===== src/fdcw_defines.vh =====
// Purpose: Constants for the floppy write/format command decoder.
// Assumes: 8-bit data port, 20 MHz clock.
// Notes:   Included by both design files.
`ifndef FDCW_DEFINES_VH
`define FDCW_DEFINES_VH
// ---------------------------------------------------------------
// Command codes (low bits for write and format, whole byte for the rest)
// ---------------------------------------------------------------
`define FDCW_OP_WRITE      5'h05
`define FDCW_OP_WRITE_DEL  5'h09
`define FDCW_OP_FORMAT     6'h0D
`define FDCW_OP_RECAL      8'h07
`define FDCW_OP_SENSE      8'h08
`define FDCW_OP_SPECIFY    8'h03
// ---------------------------------------------------------------
// Field positions
// ---------------------------------------------------------------
`define FDCW_MULTI_TRACK_BIT 7
`define FDCW_DENS_BIT      6
`define FDCW_HEAD_BIT      2
// ---------------------------------------------------------------
// Byte counts and values
// ---------------------------------------------------------------
`define FDCW_WRITE_BYTES   4'h9
`define FDCW_FORMAT_BYTES  4'h6
`define FDCW_RECAL_BYTES   4'h2
`define FDCW_SPEC_BYTES    4'h3
`define FDCW_WRITE_RES     4'h7
`define FDCW_SENSE_RES     4'h2
`define FDCW_INVALID_RES   4'h1
`define FDCW_INVALID_STAT  8'h80
`define FDCW_SEEK_END_STAT 8'h20
`define FDCW_UNDEF_BYTE    8'h00
// ---------------------------------------------------------------
// Timing: one step pulse every STEP_NS nanoseconds.
// ---------------------------------------------------------------
`define FDCW_CLK_MHZ       20
`define FDCW_STEP_NS       1000
`define FDCW_STEP_CYC      ((`FDCW_STEP_NS * `FDCW_CLK_MHZ) / 1000)
`endif


===== src/fdcw_step_gen.v =====
// Purpose: Divider producing one-cycle step strobes while enabled.
// Assumes: Single clock; synchronous active-low reset.
// Notes:   Count restarts whenever enable drops.
`timescale 1ns/1ns
`include "fdcw_defines.vh"
module fdcw_step_gen
(
    input  wire i_clk,     // System clock.
    input  wire i_rst_n,   // Synchronous reset, active low.
    input  wire i_en,      // Stepping requested.
    output reg  o_tick     // One-cycle strobe per step period.
);
    // ---------------------------------------------------------------
    // Period counter
    // ---------------------------------------------------------------
    // Worked out as an integer, then cut to the counter width on purpose.
    localparam integer LAST_INT = `FDCW_STEP_CYC - 1;
    localparam [15:0]  LAST     = LAST_INT[15:0];
    reg [15:0] cnt;        // Cycles elapsed in this period.

    // Count while enabled and pulse in the cycle after the count reaches LAST.
    always @(posedge i_clk)
    begin
        if (!i_rst_n || !i_en)
        begin
            cnt    <= 16'h0000;
            o_tick <= 1'b0;
        end
        else if (cnt == LAST)
        begin
            cnt    <= 16'h0000;
            o_tick <= 1'b1;
        end
        else
        begin
            cnt    <= cnt + 16'h0001;
            o_tick <= 1'b0;
        end
    end
endmodule // fdcw_step_gen


===== src/fdcw_cmd_decoder.v =====
// Purpose: Command, execution and result sequencing for write data,
//          write deleted data, format, recalibrate, sense interrupt
//          status and specify.
// Assumes: Host strobes are synchronous to i_clk; the track-zero pin
//          is asynchronous and is synchronised here.
// Notes:   Sector data moves on a simple byte strobe pair; the media
//          itself is outside this block.
`timescale 1ns/1ns
`include "fdcw_defines.vh"
// Overview of operation
// - Write: code xx00101, nine bytes, data moves
// - Deleted write: code xx01001, same nine bytes
// - Writes return status bytes and CHRN
// - Format: six bytes, per-sector CHRN, seven results
// - Recalibrate steps to track zero, then interrupts
// - Sense interrupt returns status zero, cylinder
// - Unknown code: no operation, result 80H
module fdcw_cmd_decoder
(
    input  wire       i_clk,          // System clock, 20 MHz.
    input  wire       i_rst_n,        // Synchronous reset, active low.
    input  wire       i_wr,           // Host writes a byte, one cycle.
    input  wire [7:0] i_wdata,        // Byte written by the host.
    input  wire       i_rd,           // Host takes a result byte.
    output reg  [7:0] o_rdata,        // Result byte on offer.
    output wire       o_rd_valid,     // Result byte is on offer.
    output wire       o_cmd_busy,     // Not idle.
    output wire       o_exec,         // Execution phase in progress.
    output wire       o_data_req,     // Execution wants a data byte.
    output reg  [7:0] o_data_out,     // Data byte passed to the drive.
    output reg        o_data_stb,     // Data byte strobe to the drive.
    output reg        o_interrupt,    // Interrupt request, level.
    output reg  [1:0] o_drive_sel,    // Selected drive.
    output reg        o_head_select,  // Selected head.
    output reg        o_multi_track_flag,
    output reg        o_density_select_flag,
    output reg        o_deleted_mark, // Write carries deleted mark.
    output reg  [3:0] o_step_rate_time,
    output reg  [3:0] o_head_unload_time,
    output reg  [6:0] o_head_load_time,
    output reg        o_no_dma_select,
    output wire       o_step,         // Step pulse toward track zero.
    input  wire       i_track0,       // Head at track zero, async pin.
    input  wire       i_exec_done     // Media layer ends the transfer.
);
    // ---------------------------------------------------------------
    // Phases and command kinds
    // ---------------------------------------------------------------
    localparam [1:0] PH_IDLE = 2'h0, PH_CMD = 2'h1,
                     PH_EXEC = 2'h2, PH_RES = 2'h3;
    localparam [2:0] K_WRITE = 3'h0, K_FORMAT = 3'h1, K_RECAL = 3'h2,
                     K_SENSE = 3'h3, K_SPEC = 3'h4, K_BAD = 3'h5;

    reg  [1:0] phase;                // Current phase.
    reg  [2:0] kind;                 // Command being run.
    reg  [3:0] idx;                  // Byte index within the phase.
    reg  [3:0] need;                 // Bytes in command or result.
    reg  [7:0] prm [0:8];            // Command bytes as received.
    reg  [1:0] fmt_cnt;              // CHRN position while formatting.
    reg  [7:0] fmt_left;             // Sectors still to be formatted.
    reg  [7:0] cyl;                  // Present cylinder.
    reg        irq_pend;             // Seek end awaits a sense.
    reg  [7:0] irq_stat;             // Status zero for that sense.
    reg        t0_a, t0_b;           // Track-zero synchroniser.
    wire       tick;                 // Step strobe from divider.
    integer    i;

    // Decode a first byte into a command kind and its byte count.
    function [6:0] decode;
        input [7:0] b;
        begin
            if (b[4:0] == `FDCW_OP_WRITE || b[4:0] == `FDCW_OP_WRITE_DEL)
                decode = {K_WRITE, `FDCW_WRITE_BYTES};
            else if (!b[7] && b[5:0] == `FDCW_OP_FORMAT)
                decode = {K_FORMAT, `FDCW_FORMAT_BYTES};
            else if (b == `FDCW_OP_RECAL)
                decode = {K_RECAL, `FDCW_RECAL_BYTES};
            else if (b == `FDCW_OP_SENSE)
                decode = {K_SENSE, 4'h1};
            else if (b == `FDCW_OP_SPECIFY)
                decode = {K_SPEC, `FDCW_SPEC_BYTES};
            else
                decode = {K_BAD, 4'h1};
        end
    endfunction

    assign o_cmd_busy = (phase != PH_IDLE);
    assign o_exec     = (phase == PH_EXEC);
    assign o_rd_valid = (phase == PH_RES);
    assign o_data_req = o_exec && (kind == K_WRITE || kind == K_FORMAT);
    assign o_step     = tick;

    // ---------------------------------------------------------------
    // Step divider, running only during recalibrate off track zero.
    // ---------------------------------------------------------------
    fdcw_step_gen u_step
    (
        .i_clk   (i_clk),
        .i_rst_n (i_rst_n),
        .i_en    (o_exec && kind == K_RECAL && !t0_b),
        .o_tick  (tick)
    );

    // Track-zero pin passes two flip-flops before use.
    always @(posedge i_clk)
    begin
        if (!i_rst_n)
        begin
            t0_a <= 1'b0;
            t0_b <= 1'b0;
        end
        else
        begin
            t0_a <= i_track0;
            t0_b <= t0_a;
        end
    end

    // Result byte selection from the kind and index.
    always @*
    begin
        o_rdata = `FDCW_UNDEF_BYTE;
        case (kind)
            K_WRITE:
                case (idx)
                    4'h0: o_rdata = {5'h00, prm[1][2:0]};
                    4'h1: o_rdata = 8'h00;
                    4'h2: o_rdata = 8'h00;
                    4'h3: o_rdata = prm[2];
                    4'h4: o_rdata = prm[3];
                    4'h5: o_rdata = prm[4];
                    default: o_rdata = prm[5];
                endcase
            K_FORMAT:
                o_rdata = (idx == 4'h0) ? {5'h00, prm[1][2:0]}
                                        : `FDCW_UNDEF_BYTE;
            K_SENSE:
                o_rdata = (idx == 4'h0) ? irq_stat : cyl;
            K_BAD:   o_rdata = `FDCW_INVALID_STAT;
            default: o_rdata = `FDCW_UNDEF_BYTE;
        endcase
        // Outside the result phase the port rests at zero, so a stale
        // command kind never shows through after reset.
        if (!o_rd_valid)
            o_rdata = `FDCW_UNDEF_BYTE;
    end

    // ---------------------------------------------------------------
    // Phase sequencer.
    // ---------------------------------------------------------------
    always @(posedge i_clk)
    begin
        if (!i_rst_n)
        begin
            phase <= PH_IDLE;
            kind  <= K_BAD;
            idx   <= 4'h0;
            need  <= 4'h0;
            for (i = 0; i < 9; i = i + 1)
                prm[i] <= 8'h00;
            fmt_cnt  <= 2'h0;
            fmt_left <= 8'h00;
            cyl      <= 8'h00;
            irq_pend <= 1'b0;
            irq_stat <= 8'h00;
            o_interrupt <= 1'b0;
            o_drive_sel <= 2'h0;
            o_head_select <= 1'b0;
            o_multi_track_flag <= 1'b0;
            o_density_select_flag <= 1'b0;
            o_deleted_mark <= 1'b0;
            o_step_rate_time <= 4'h0;
            o_head_unload_time <= 4'h0;
            o_head_load_time <= 7'h00;
            o_no_dma_select <= 1'b0;
            o_data_out <= 8'h00;
            o_data_stb <= 1'b0;
        end
        else
        begin
            o_data_stb <= 1'b0;
            case (phase)
                PH_IDLE:
                    if (i_wr)
                    begin
                        prm[0] <= i_wdata;
                        {kind, need} <= decode(i_wdata);
                        o_multi_track_flag <= i_wdata[`FDCW_MULTI_TRACK_BIT];
                        o_density_select_flag <= i_wdata[`FDCW_DENS_BIT];
                        // Only the deleted-mark write raises the mark.
                        o_deleted_mark <=
                            (i_wdata[4:0] == `FDCW_OP_WRITE_DEL);
                        idx <= 4'h1;
                        phase <= PH_CMD;
                    end
                PH_CMD:
                    if (idx >= need)
                    begin
                        // All command bytes in; act on the command.
                        idx <= 4'h0;
                        case (kind)
                            K_WRITE, K_RECAL:
                                phase <= PH_EXEC;
                            K_FORMAT:
                            begin
                                fmt_left <= prm[3];
                                fmt_cnt  <= 2'h0;
                                phase    <= PH_EXEC;
                            end
                            K_SENSE:
                            begin
                                // Sense also drops the interrupt.
                                o_interrupt <= 1'b0;
                                irq_pend <= 1'b0;
                                if (!irq_pend)
                                    irq_stat <= `FDCW_INVALID_STAT;
                                need  <= `FDCW_SENSE_RES;
                                phase <= PH_RES;
                            end
                            K_SPEC:
                            begin
                                o_step_rate_time   <= prm[1][7:4];
                                o_head_unload_time <= prm[1][3:0];
                                o_head_load_time   <= prm[2][7:1];
                                o_no_dma_select    <= prm[2][0];
                                phase <= PH_IDLE;
                            end
                            default:
                            begin
                                need  <= `FDCW_INVALID_RES;
                                phase <= PH_RES;
                            end
                        endcase
                    end
                    else if (i_wr)
                    begin
                        prm[idx] <= i_wdata;
                        idx <= idx + 4'h1;
                        if (idx == 4'h1)
                        begin
                            o_drive_sel <= i_wdata[1:0];
                            o_head_select <= (kind != K_RECAL) &&
                                             i_wdata[`FDCW_HEAD_BIT];
                        end
                    end
                PH_EXEC:
                    case (kind)
                        K_RECAL:
                            if (t0_b)
                            begin
                                cyl <= 8'h00;
                                irq_stat <= `FDCW_SEEK_END_STAT |
                                            {6'h00, o_drive_sel};
                                irq_pend <= 1'b1;
                                o_interrupt <= 1'b1;
                                phase <= PH_IDLE;
                            end
                        K_FORMAT:
                            if (fmt_left == 8'h00 || i_exec_done)
                            begin
                                need  <= `FDCW_WRITE_RES;
                                phase <= PH_RES;
                            end
                            else if (i_wr)
                            begin
                                // Sector CHRN bytes go to the drive.
                                o_data_out <= i_wdata;
                                o_data_stb <= 1'b1;
                                fmt_cnt <= fmt_cnt + 2'h1;
                                if (fmt_cnt == 2'h3)
                                    fmt_left <= fmt_left - 8'h01;
                            end
                        default:
                            if (i_exec_done)
                            begin
                                need  <= `FDCW_WRITE_RES;
                                phase <= PH_RES;
                            end
                            else if (i_wr)
                            begin
                                o_data_out <= i_wdata;
                                o_data_stb <= 1'b1;
                            end
                    endcase
                default:
                    if (i_rd)
                    begin
                        if (idx + 4'h1 >= need)
                        begin
                            idx   <= 4'h0;
                            phase <= PH_IDLE;
                        end
                        else
                            idx <= idx + 4'h1;
                    end
            endcase
        end
    end
endmodule // fdcw_cmd_decoder


===== config.mk =====
export PLATFORM = sky130hd
export DESIGN_NAME = fdcw_cmd_decoder
export DESIGN_NICKNAME = d
export VERILOG_FILES = /design/src/fdcw_step_gen.v /design/src/fdcw_cmd_decoder.v
export VERILOG_INCLUDE_DIRS = /design/src
export SDC_FILE = /design/constraint.sdc
export NUM_CORES = 1
export LEC_CHECK = 0
export ABC_AREA = 1
export BUFFER_PORTS_ARGS = -buffer_cell sky130_fd_sc_hd__buf_2
export CAP_MARGIN = 20
export CORE_MARGIN = 2
export CORE_UTILIZATION = 50
export DETAILED_ROUTE_END_ITERATION = 6
export PLACE_DENSITY_LB_ADDON = 0.25
export SYNTH_ARGS = -nofsm -noshare
export SYNTH_HDL_FRONTEND = slang
export SYNTH_HIERARCHICAL = 1
export SYNTH_SLANG_ARGS = --single-unit

===== constraint.sdc =====
create_clock -name i_clk -period 2.35 [get_ports i_clk]
set_input_delay 0.235 -clock i_clk [delete_from_list [all_inputs] [get_ports i_clk]]
set_output_delay 0.235 -clock i_clk [all_outputs]
set_load 0.01 [all_outputs]

==> impl_results.md, run 1 <==
* Number of antenna-violating nets in the routed design at 0
* Port buffer count at 58
* Hold Crit Start: i_wdata[3]
* Most common cell after layout, fill and taps aside: sky130_fd_sc_hd__nand2_1
* RSZ-0062 raised after global routing: true
* Crit Path Max Fanout at 7
* Number of warnings reported in the yosys synthesis log at 6
* Register area share after synthesis at 46.3%
* Number of global-route vias before repair at 5,098
* Cell count after placement at 1,016
* I/O pin count at 59
* Largest net degree at the start of global routing at 36
* Flop2flop setup slack at 0.21 ns
* Max-slew headroom at 55.4%
* Clock Skew at 0.00954 ns
* Required arrival time at the worst endpoint at 2.12 ns
* Number of clock sinks seen by CTS at 118
* Yosys cell types at 34
* Final period utilization at 95.5%
* Deepest clock path buffer count at 2
* Leading cell types in the layout, fill and taps excluded: sky130_fd_sc_hd__nand2_1, sky130_fd_sc_hd__nor2_1, sky130_fd_sc_hd__inv_1
* Part of the power in the clock network at 29.8%
* Net count, final at 929
* Max-Cap Viols at 0
* Syn_nets at 848
* Kind of path behind the tightest hold check: in -> reg
* Power density over the cells at ~1200 nW/um2
* Iter 0 DRT Violations at 412
* Lkg Pwr at 3.39 nW
* Slew at the pin closest to its max-slew limit at 0.662 ns
* Hold slack at 0.199 ns
* Hold-critical path depth at 5
* First-pass GRT wire length at ~25,000 um
* Sum of net half-perimeters after detailed placement at 11,200 um
* Standard-cell row count at 39
* Number of buffers created by CTS at 17
* Die Y-Extent at 113 um
* RD Place Congestion at 0.892
* Peak VDD IR at 0.573 mV
* Area added between synthesis and finish at 21.9%
* Data arrival, critical path at 2.01 ns
* Number of antenna violations at the first check in global routing at 0
* Fraction of final layout cells with drive strength greater than 1 at between 10% and 20%
* Net switching power of the design at 3.32 mW
* Final Max Slew Viols at 0
* Part of the power in combinational logic at 39.5%
* Endpoint of the lowest-slack register-to-register path: prm[1][0]
* Cell area after placement at roughly 6600 um2
* Violations in the final reports: DRC
* Synthesis-stage register bit count at 118
* Setup crit end kind: output pin
* Sequential group share of total power at 30.7%
* Worst Setup Slack, final at between 0.1 and 0.15 ns
* Synthesized area per cell at ~7.3 um2
* Run status: finished with violations
* Floorplan core area at 11,500 um2
* Shortest clock period the worst path allows after layout at 2.24 ns
* Terminating pin of the worst hold path: o_deleted_mark
* Final setup violation count at 0
* Int Pwr at 5.07 mW
* Area of the die at 12,800 um2
* Reg-to-reg critical path startpoint: need[3]
* Average via count per standard cell at around 5.3
* Die width at 113 um
* Level count of the clock H-tree at 4
* Clock transition time at the flip-flop clock pins of the worst setup and hold paths at ~0.06 ns
* Total wirelength of the detailed-routed design at 15,400 um
* Post-layout instance area at 7270 um2
* Combined area of all synthesized cells at 5960 um2
* Global-route total usage across every layer at 25.2%
* Remaining global-route overflow at 0
* DRC viols at 4
* CTS root buffer: sky130_fd_sc_hd__clkbuf_16
* Clock tree from TritonCTS: yes
* Clock insertion delay at the later pin of the skew report at 0.42 ns
* Reg2reg path depth at 10
* CP Class: reg -> out
* Routed length per placed instance at 14.7 um
* Total number of vias at 5,573
* Total count of hold-check failures in the final report at 0
* Total inserted antenna cells at 0
* Final Instance Count excl. Fillers at 1,051
* Switching part of the total at 39.6%
* Source of the critical timing path: idx[0]
* Power after layout at 8.39 mW
* Syn Inst Count at 814
* Max frequency at around 450 MHz
* Pre-CTS WS at 0.207 ns
* Category of the worst setup path launch point: flop
* Drt first pass iters at 7
* Effective utilization at floorplan at between 50% and 60%
==> cell usage after synthesis <==
| cell | count | area share, % |
|---|---|---|
| sky130_fd_sc_hd__ha_1 | 20 | 4.2 |
| sky130_fd_sc_hd__a22oi_1 | 1 | 0.13 |
| sky130_fd_sc_hd__dfxtp_1 | 78 | 26 |
| sky130_fd_sc_hd__nand2_1 | 195 | 12 |
| sky130_fd_sc_hd__buf_1 | 2 | 0.13 |
| sky130_fd_sc_hd__and2_1 | 1 | 0.10 |
| sky130_fd_sc_hd__a221oi_1 | 2 | 0.29 |
| sky130_fd_sc_hd__nor3_1 | 3 | 0.25 |
| sky130_fd_sc_hd__nand2_2 | 3 | 0.31 |
| sky130_fd_sc_hd__xor2_1 | 5 | 0.73 |
| sky130_fd_sc_hd__or2_0 | 2 | 0.21 |
| sky130_fd_sc_hd__xnor2_1 | 1 | 0.15 |
| sky130_fd_sc_hd__nor3_4 | 1 | 0.27 |
| sky130_fd_sc_hd__nor2_4 | 1 | 0.19 |
| sky130_fd_sc_hd__nand4_2 | 7 | 1.5 |
| sky130_fd_sc_hd__nand4_1 | 10 | 1.0 |
| sky130_fd_sc_hd__buf_2 | 4 | 0.34 |
| sky130_fd_sc_hd__a32oi_1 | 1 | 0.15 |
| sky130_fd_sc_hd__clkinv_1 | 3 | 0.19 |
| sky130_fd_sc_hd__nand3b_1 | 3 | 0.38 |
| sky130_fd_sc_hd__a22o_1 | 1 | 0.15 |
| sky130_fd_sc_hd__o211ai_1 | 1 | 0.13 |
| sky130_fd_sc_hd__inv_1 | 92 | 5.8 |
| sky130_fd_sc_hd__a21oi_1 | 44 | 3.7 |
| sky130_fd_sc_hd__o21ai_2 | 1 | 0.15 |
| sky130_fd_sc_hd__a21oi_2 | 2 | 0.29 |
| sky130_fd_sc_hd__clkbuf_1 | 10 | 0.63 |
| sky130_fd_sc_hd__o21ai_0 | 58 | 4.9 |
| sky130_fd_sc_hd__nand3_1 | 39 | 3.3 |
| sky130_fd_sc_hd__nor2_1 | 176 | 11 |
| sky130_fd_sc_hd__edfxtp_1 | 40 | 20 |
| sky130_fd_sc_hd__buf_6 | 1 | 0.19 |
| sky130_fd_sc_hd__or2_2 | 3 | 0.31 |
| sky130_fd_sc_hd__a31oi_1 | 3 | 0.31 |
==> area by class of cell <==
type	instances	area, um2
Clock inverter	11	97.6
Inverter	95	359
Fill cell	1012	4240
Multi-Input combinational cell	584	2920
Sequential cell	118	2770
Clock buffer	21	483
Tap cell	143	179
Timing Repair Buffer	79	465
==> power groups by stage <==
| stage | registers [mW] | clock network [mW] | logic (mW) |
|---|---|---|---|
| global placement | 2.59 | 0 | 3.11 |
| floorplan | 2.60 | 0 | 2.33 |
| finish | 2.58 | 2.50 | 3.31 |
| CTS | 2.57 | 2.53 | 3.18 |
| detailed placement | 2.60 | 0 | 3.12 |
| global route | 2.61 | 2.61 | 3.79 |
==> worst max-delay path by stage <==
stage                             to  slack (ns)  cells after the start
final                     o_rdata[0]        0.11                     11
after global routing      o_rdata[0]       -0.04                     11
after CTS                 o_rdata[2]      0.0005                     12
after detailed placement   prm[1][6]        0.21                     10
after global placement     prm[1][5]        0.23                     10
after floorplan            prm[1][0]        0.01                     10
==> sequential cells by signal, indices dropped and copies added (netlist names), 7 cells and up <==
register,cells
fmt_left,8
o_data_out,8
o_head_load_time,7
prm,40
u_step/cnt,16
==> kinds of logic after synthesis <==
group / Yosys count / synth area share [%]
xor+xnor: 6 / 0.881
fa+ha+maj: 20 / 4.20
compound gates: 114 / 10.2
simple gates: 444 / 31.2
flops: 118 / 46.3
buf+inv: 112 / 7.26
==> worst max-delay path: stages (launching register included) <==
cell and delay [ns]:
sky130_fd_sc_hd__dfxtp_4 0.35, sky130_fd_sc_hd__buf_8 0.13, sky130_fd_sc_hd__ha_2 0.18, sky130_fd_sc_hd__inv_1 0.11, sky130_fd_sc_hd__nand4_1 0.12, sky130_fd_sc_hd__nand2_2 0.15
sky130_fd_sc_hd__inv_2 0.09, sky130_fd_sc_hd__nand2_1 0.08, sky130_fd_sc_hd__nand2_1 0.07, sky130_fd_sc_hd__nand3_1 0.07, sky130_fd_sc_hd__and2_1 0.12, sky130_fd_sc_hd__buf_2 0.12
==> routing by layer <==
layer  part of all wire [%]  track usage (%)
met1                     46             35.3
met2                     45             38.7
met3                    7.7             5.68
met4                    1.5             8.62
met5                      0                0
==> through the flow <==
stage	TNS [ns]	utilization [%]
after floorplan	0	-
after global placement	0	57.2
after detailed placement	0	57.2
after CTS	0	62.5
after global routing	-0.0475	63.1
final	0	63.1
==> what timing repair did <==
item	4_1_cts	5_1_grt
buffers inserted	0	3
setup endpoints to repair	7	8
pin swaps	0	2
endpoints found under the hold margin	1	0
hold buffers	1	0
gates resized for setup	9	20
Note: power is estimated with default switching activity, not from simulation.
==> inputs of run 2 (changes only) <==
--- a/config.mk
+++ b/config.mk
@@ -8,9 +8,11 @@
 export LEC_CHECK = 0
 export ABC_AREA = 1
 export BUFFER_PORTS_ARGS = -buffer_cell sky130_fd_sc_hd__buf_2
-export CAP_MARGIN = 20
+export CAP_MARGIN = 5
+export CELL_PAD_IN_SITES_DETAIL_PLACEMENT = 0
+export CELL_PAD_IN_SITES_GLOBAL_PLACEMENT = 1
 export CORE_MARGIN = 2
-export CORE_UTILIZATION = 50
+export CORE_UTILIZATION = 39
 export DETAILED_ROUTE_END_ITERATION = 6
 export PLACE_DENSITY_LB_ADDON = 0.25
 export SYNTH_ARGS = -nofsm -noshare
==> run 2 against run 1 <==
Utilization is 13 points lower. The flow now finishes without violations. Critical path type unchanged. Critical path depth is 1 higher. Sequential share of layout area fell by 1.3 points. Cell count up 4.7%. Register-to-register slack lost 0.04 ns. Via count shrank 1.3%.
==> impl_results.md, run 2 (same netlist as run 1, synthesis figures left out) <==
* Run status: completed (was finished with violations)
* Clock insertion delay at the later pin of the skew report at 0.42 ns (about the same)
* Final period utilization at 99.8% (was 95.5%)
* Kind of path behind the tightest hold check: in -> reg (unchanged)
* Total inserted antenna cells at 0 (unchanged)
* RD Place Congestion at 0.920 (was 0.892)
* Remaining global-route overflow at 0 (unchanged)
* Floorplan core area at 15,100 um2 (was 11,500 um2)
* Top Registers: prm x40, u_step/cnt x16 (unchanged)
* Required arrival time at the worst endpoint at 2.12 ns (about the same)
* Number of fillers in the final layout at 1,491 (was 1,012)
* Max-Cap Viols at 0 (unchanged)
* Port buffer count at 58 (unchanged)
* Die width at 128 um (was 113 um)
* Global-route total usage across every layer at 21.2% (was 25.2%)
* Total wirelength of the detailed-routed design at 16,500 um (was 15,400 um)
* Iter 0 DRT Violations at 394 (was 412)
* Worst Setup Slack, final at 0.00459 ns (was 0.106 ns)
* Setup crit end kind: output pin (unchanged)
* Number of antenna-violating nets in the routed design at 0 (unchanged)
* Total negative slack at 0 ns (unchanged)
* Endpoint of the lowest-slack register-to-register path: prm[1][6] (was prm[1][0])
* Number of buffers created by CTS at 17 (unchanged)
* Terminating pin of the worst hold path: u_step/o_tick (was o_deleted_mark)
* Reg2reg path depth at 9 (was 10)
* Shortest clock period the worst path allows after layout at 2.35 ns (was 2.24 ns)
* Clock transition time at the flip-flop clock pins of the worst setup and hold paths at 0.06 ns (about the same)
* Most common cell after layout, fill and taps aside: sky130_fd_sc_hd__nand2_1 (unchanged)
* Effective utilization at floorplan at 39.5% (was 51.8%)
* Clock tree from TritonCTS: yes (unchanged)
* Total count of hold-check failures in the final report at 0 (unchanged)
* Hold slack at 0.123 ns (was 0.199 ns)
* Data arrival, critical path at 2.11 ns (was 2.01 ns)
* Leading cell types in the layout, fill and taps excluded: sky130_fd_sc_hd__nand2_1, sky130_fd_sc_hd__nor2_1, sky130_fd_sc_hd__inv_1 (unchanged)
* CTS root buffer: sky130_fd_sc_hd__clkbuf_16 (unchanged)
* Number of global-route vias before repair at 5,321 (was 5,098)
* Area added between synthesis and finish at 26.2% (was 21.9%)
* Deepest clock path buffer count at 2 (unchanged)
* Area of the die at 16,300 um2 (was 12,800 um2)
* First-pass GRT wire length at 26,700 um (was 25,200 um)
* Final Instance Count excl. Fillers at 1,100 (was 1,051)
* Hold Crit Start: i_rst_n (was i_wdata[3])
* Fraction of final layout cells with drive strength greater than 1 at 18.6% (was 17.0%)
* Die Y-Extent at 128 um (was 113 um)
* Number of antenna violations at the first check in global routing at 0 (unchanged)
* Average via count per standard cell at 5.00 (was 5.30)
* Hold-critical path depth at 3 (was 5)
* Net count, final at 933 (was 929)
* Crit Path Max Fanout at 7 (unchanged)
* Pre-CTS WS at 0.106 ns (was 0.207 ns)
* Number of flip-flops in the largest register at 40 (unchanged)
* Standard-cell row count at 45 (was 39)
* Slew at the pin closest to its max-slew limit at 0.665 ns (was 0.662 ns)
* Category of the worst setup path launch point: flop (unchanged)
* Routed length per placed instance at 15.0 um (was 14.7 um)
* Lkg Pwr at 3.47 nW (was 3.39 nW)
* Power density over the cells at 1190 nW/um2 (was 1150 nW/um2)
* Sum of net half-perimeters after detailed placement at 12,400 um (was 11,200 um)
* Reg-to-reg critical path startpoint: idx[2] (was need[3])
* Register name with the most flops: prm (unchanged)
* Peak VDD IR at 0.696 mV (was 0.573 mV)
* Max frequency at 426 MHz (was 446 MHz)
* Flop2flop setup slack at 0.17 ns (was 0.21 ns)
* Cell count after placement at 1,061 (was 1,016)
* Max-slew headroom at 55.7% (was 55.4%)
* Utilization after layout at 49.9% (was 63.1%)
* Final Max Slew Viols at 0 (unchanged)
* DRC viols at 0 (was 4)
* Largest net degree at the start of global routing at 55 (was 36)
* RSZ-0062 raised after global routing: true (unchanged)
* Drt first pass iters at 5 (was 7)
* Number of clock sinks seen by CTS at 118 (unchanged)
* Total number of vias at 5,498 (was 5,573)
* Level count of the clock H-tree at 4 (unchanged)
* Final setup violation count at 0 (unchanged)
* I/O pin count at 59 (unchanged)
* Clock Skew at 0.00971 ns (was 0.00954 ns)
* CP Class: reg -> out (unchanged)
[run 2: cell types whose count changed in the layout (fill, tap and decap cells not counted), moves of 4 or more]
cell and change:
sky130_fd_sc_hd__a21oi_1 -5, sky130_fd_sc_hd__a21oi_2 +5, sky130_fd_sc_hd__buf_4 +4, sky130_fd_sc_hd__nand2_1 -5, sky130_fd_sc_hd__nand2_2 +5, sky130_fd_sc_hd__nor2_2 -4
[run 2: power breakdown]
part           internal, mW  switching [mW]  leakage (nW)  total, mW
sequential             2.39           0.200          1.05       2.59
combinational          1.17            2.30          2.10       3.47
clock                  1.91           0.977         0.322       2.89
[run 2: worst max-delay path, cell delays in order, from the launching register on]
cell and delay, ns:
sky130_fd_sc_hd__dfxtp_4 0.37, sky130_fd_sc_hd__buf_6 0.14, sky130_fd_sc_hd__ha_4 0.15, sky130_fd_sc_hd__nand2_2 0.06, sky130_fd_sc_hd__nor2_1 0.11, sky130_fd_sc_hd__buf_4 0.16
sky130_fd_sc_hd__nand2_2 0.06, sky130_fd_sc_hd__o21ai_2 0.06, sky130_fd_sc_hd__nor2_1 0.08, sky130_fd_sc_hd__a21oi_2 0.14, sky130_fd_sc_hd__nor2_1 0.05, sky130_fd_sc_hd__nor2_1 0.15
sky130_fd_sc_hd__buf_2 0.16
[run 2: stage by stage]
step	cell area [um2]	power (mW)
finish	7520	8.95
CTS	7370	8.80
detailed placement	6640	5.80
floorplan	6070	4.93
global placement	6640	5.74
global route	7520	9.61
[run 2: routing by layer]
metal | global-route usage, % | wire length, um | vias to the layer above
met5 | 0 | 0 | -
met4 | 6.33 | 199 | 0
met3 | 5.09 | 739 | 15
met2 | 34.5 | 7810 | 136
met1 | 28.0 | 7800 | 2540
li1 | - | - | 2807
[run 2: how the worst max path moves through the flow]
stage	start	cells past startpoint	slack [ns]	endpoint
final	idx[1]	12	0.005	o_rdata[2]
after detailed placement	idx[0]	10	0.11	prm[1][4]
after global placement	idx[0]	10	0.19	prm[1][6]
after CTS	idx[0]	11	-0.0007	o_rdata[0]
after global routing	idx[1]	12	-0.08	o_rdata[2]
after floorplan	idx[0]	10	0.01	prm[1][0]
[run 2: area by class of cell]
type / count / area, um2 / share of cell area [%]
Clock inverter: 12 / 185 / 2.46
Timing Repair Buffer: 83 / 500 / 6.65
Multi-Input combinational cell: 584 / 2990 / 39.7
Clock buffer: 20 / 479 / 6.37
Inverter: 95 / 367 / 4.87
Tap cell: 188 / 235 / 3.13
Sequential cell: 118 / 2770 / 36.8
[run 2: what timing repair did]
item	4_1_cts	5_1_grt
endpoints found under the setup margin	8	13
hold buffers	1	0
resized for setup	19	27
endpoints found under the hold margin	1	0
cloned	0	0
pin swaps	0	17
setup buffers	0	6
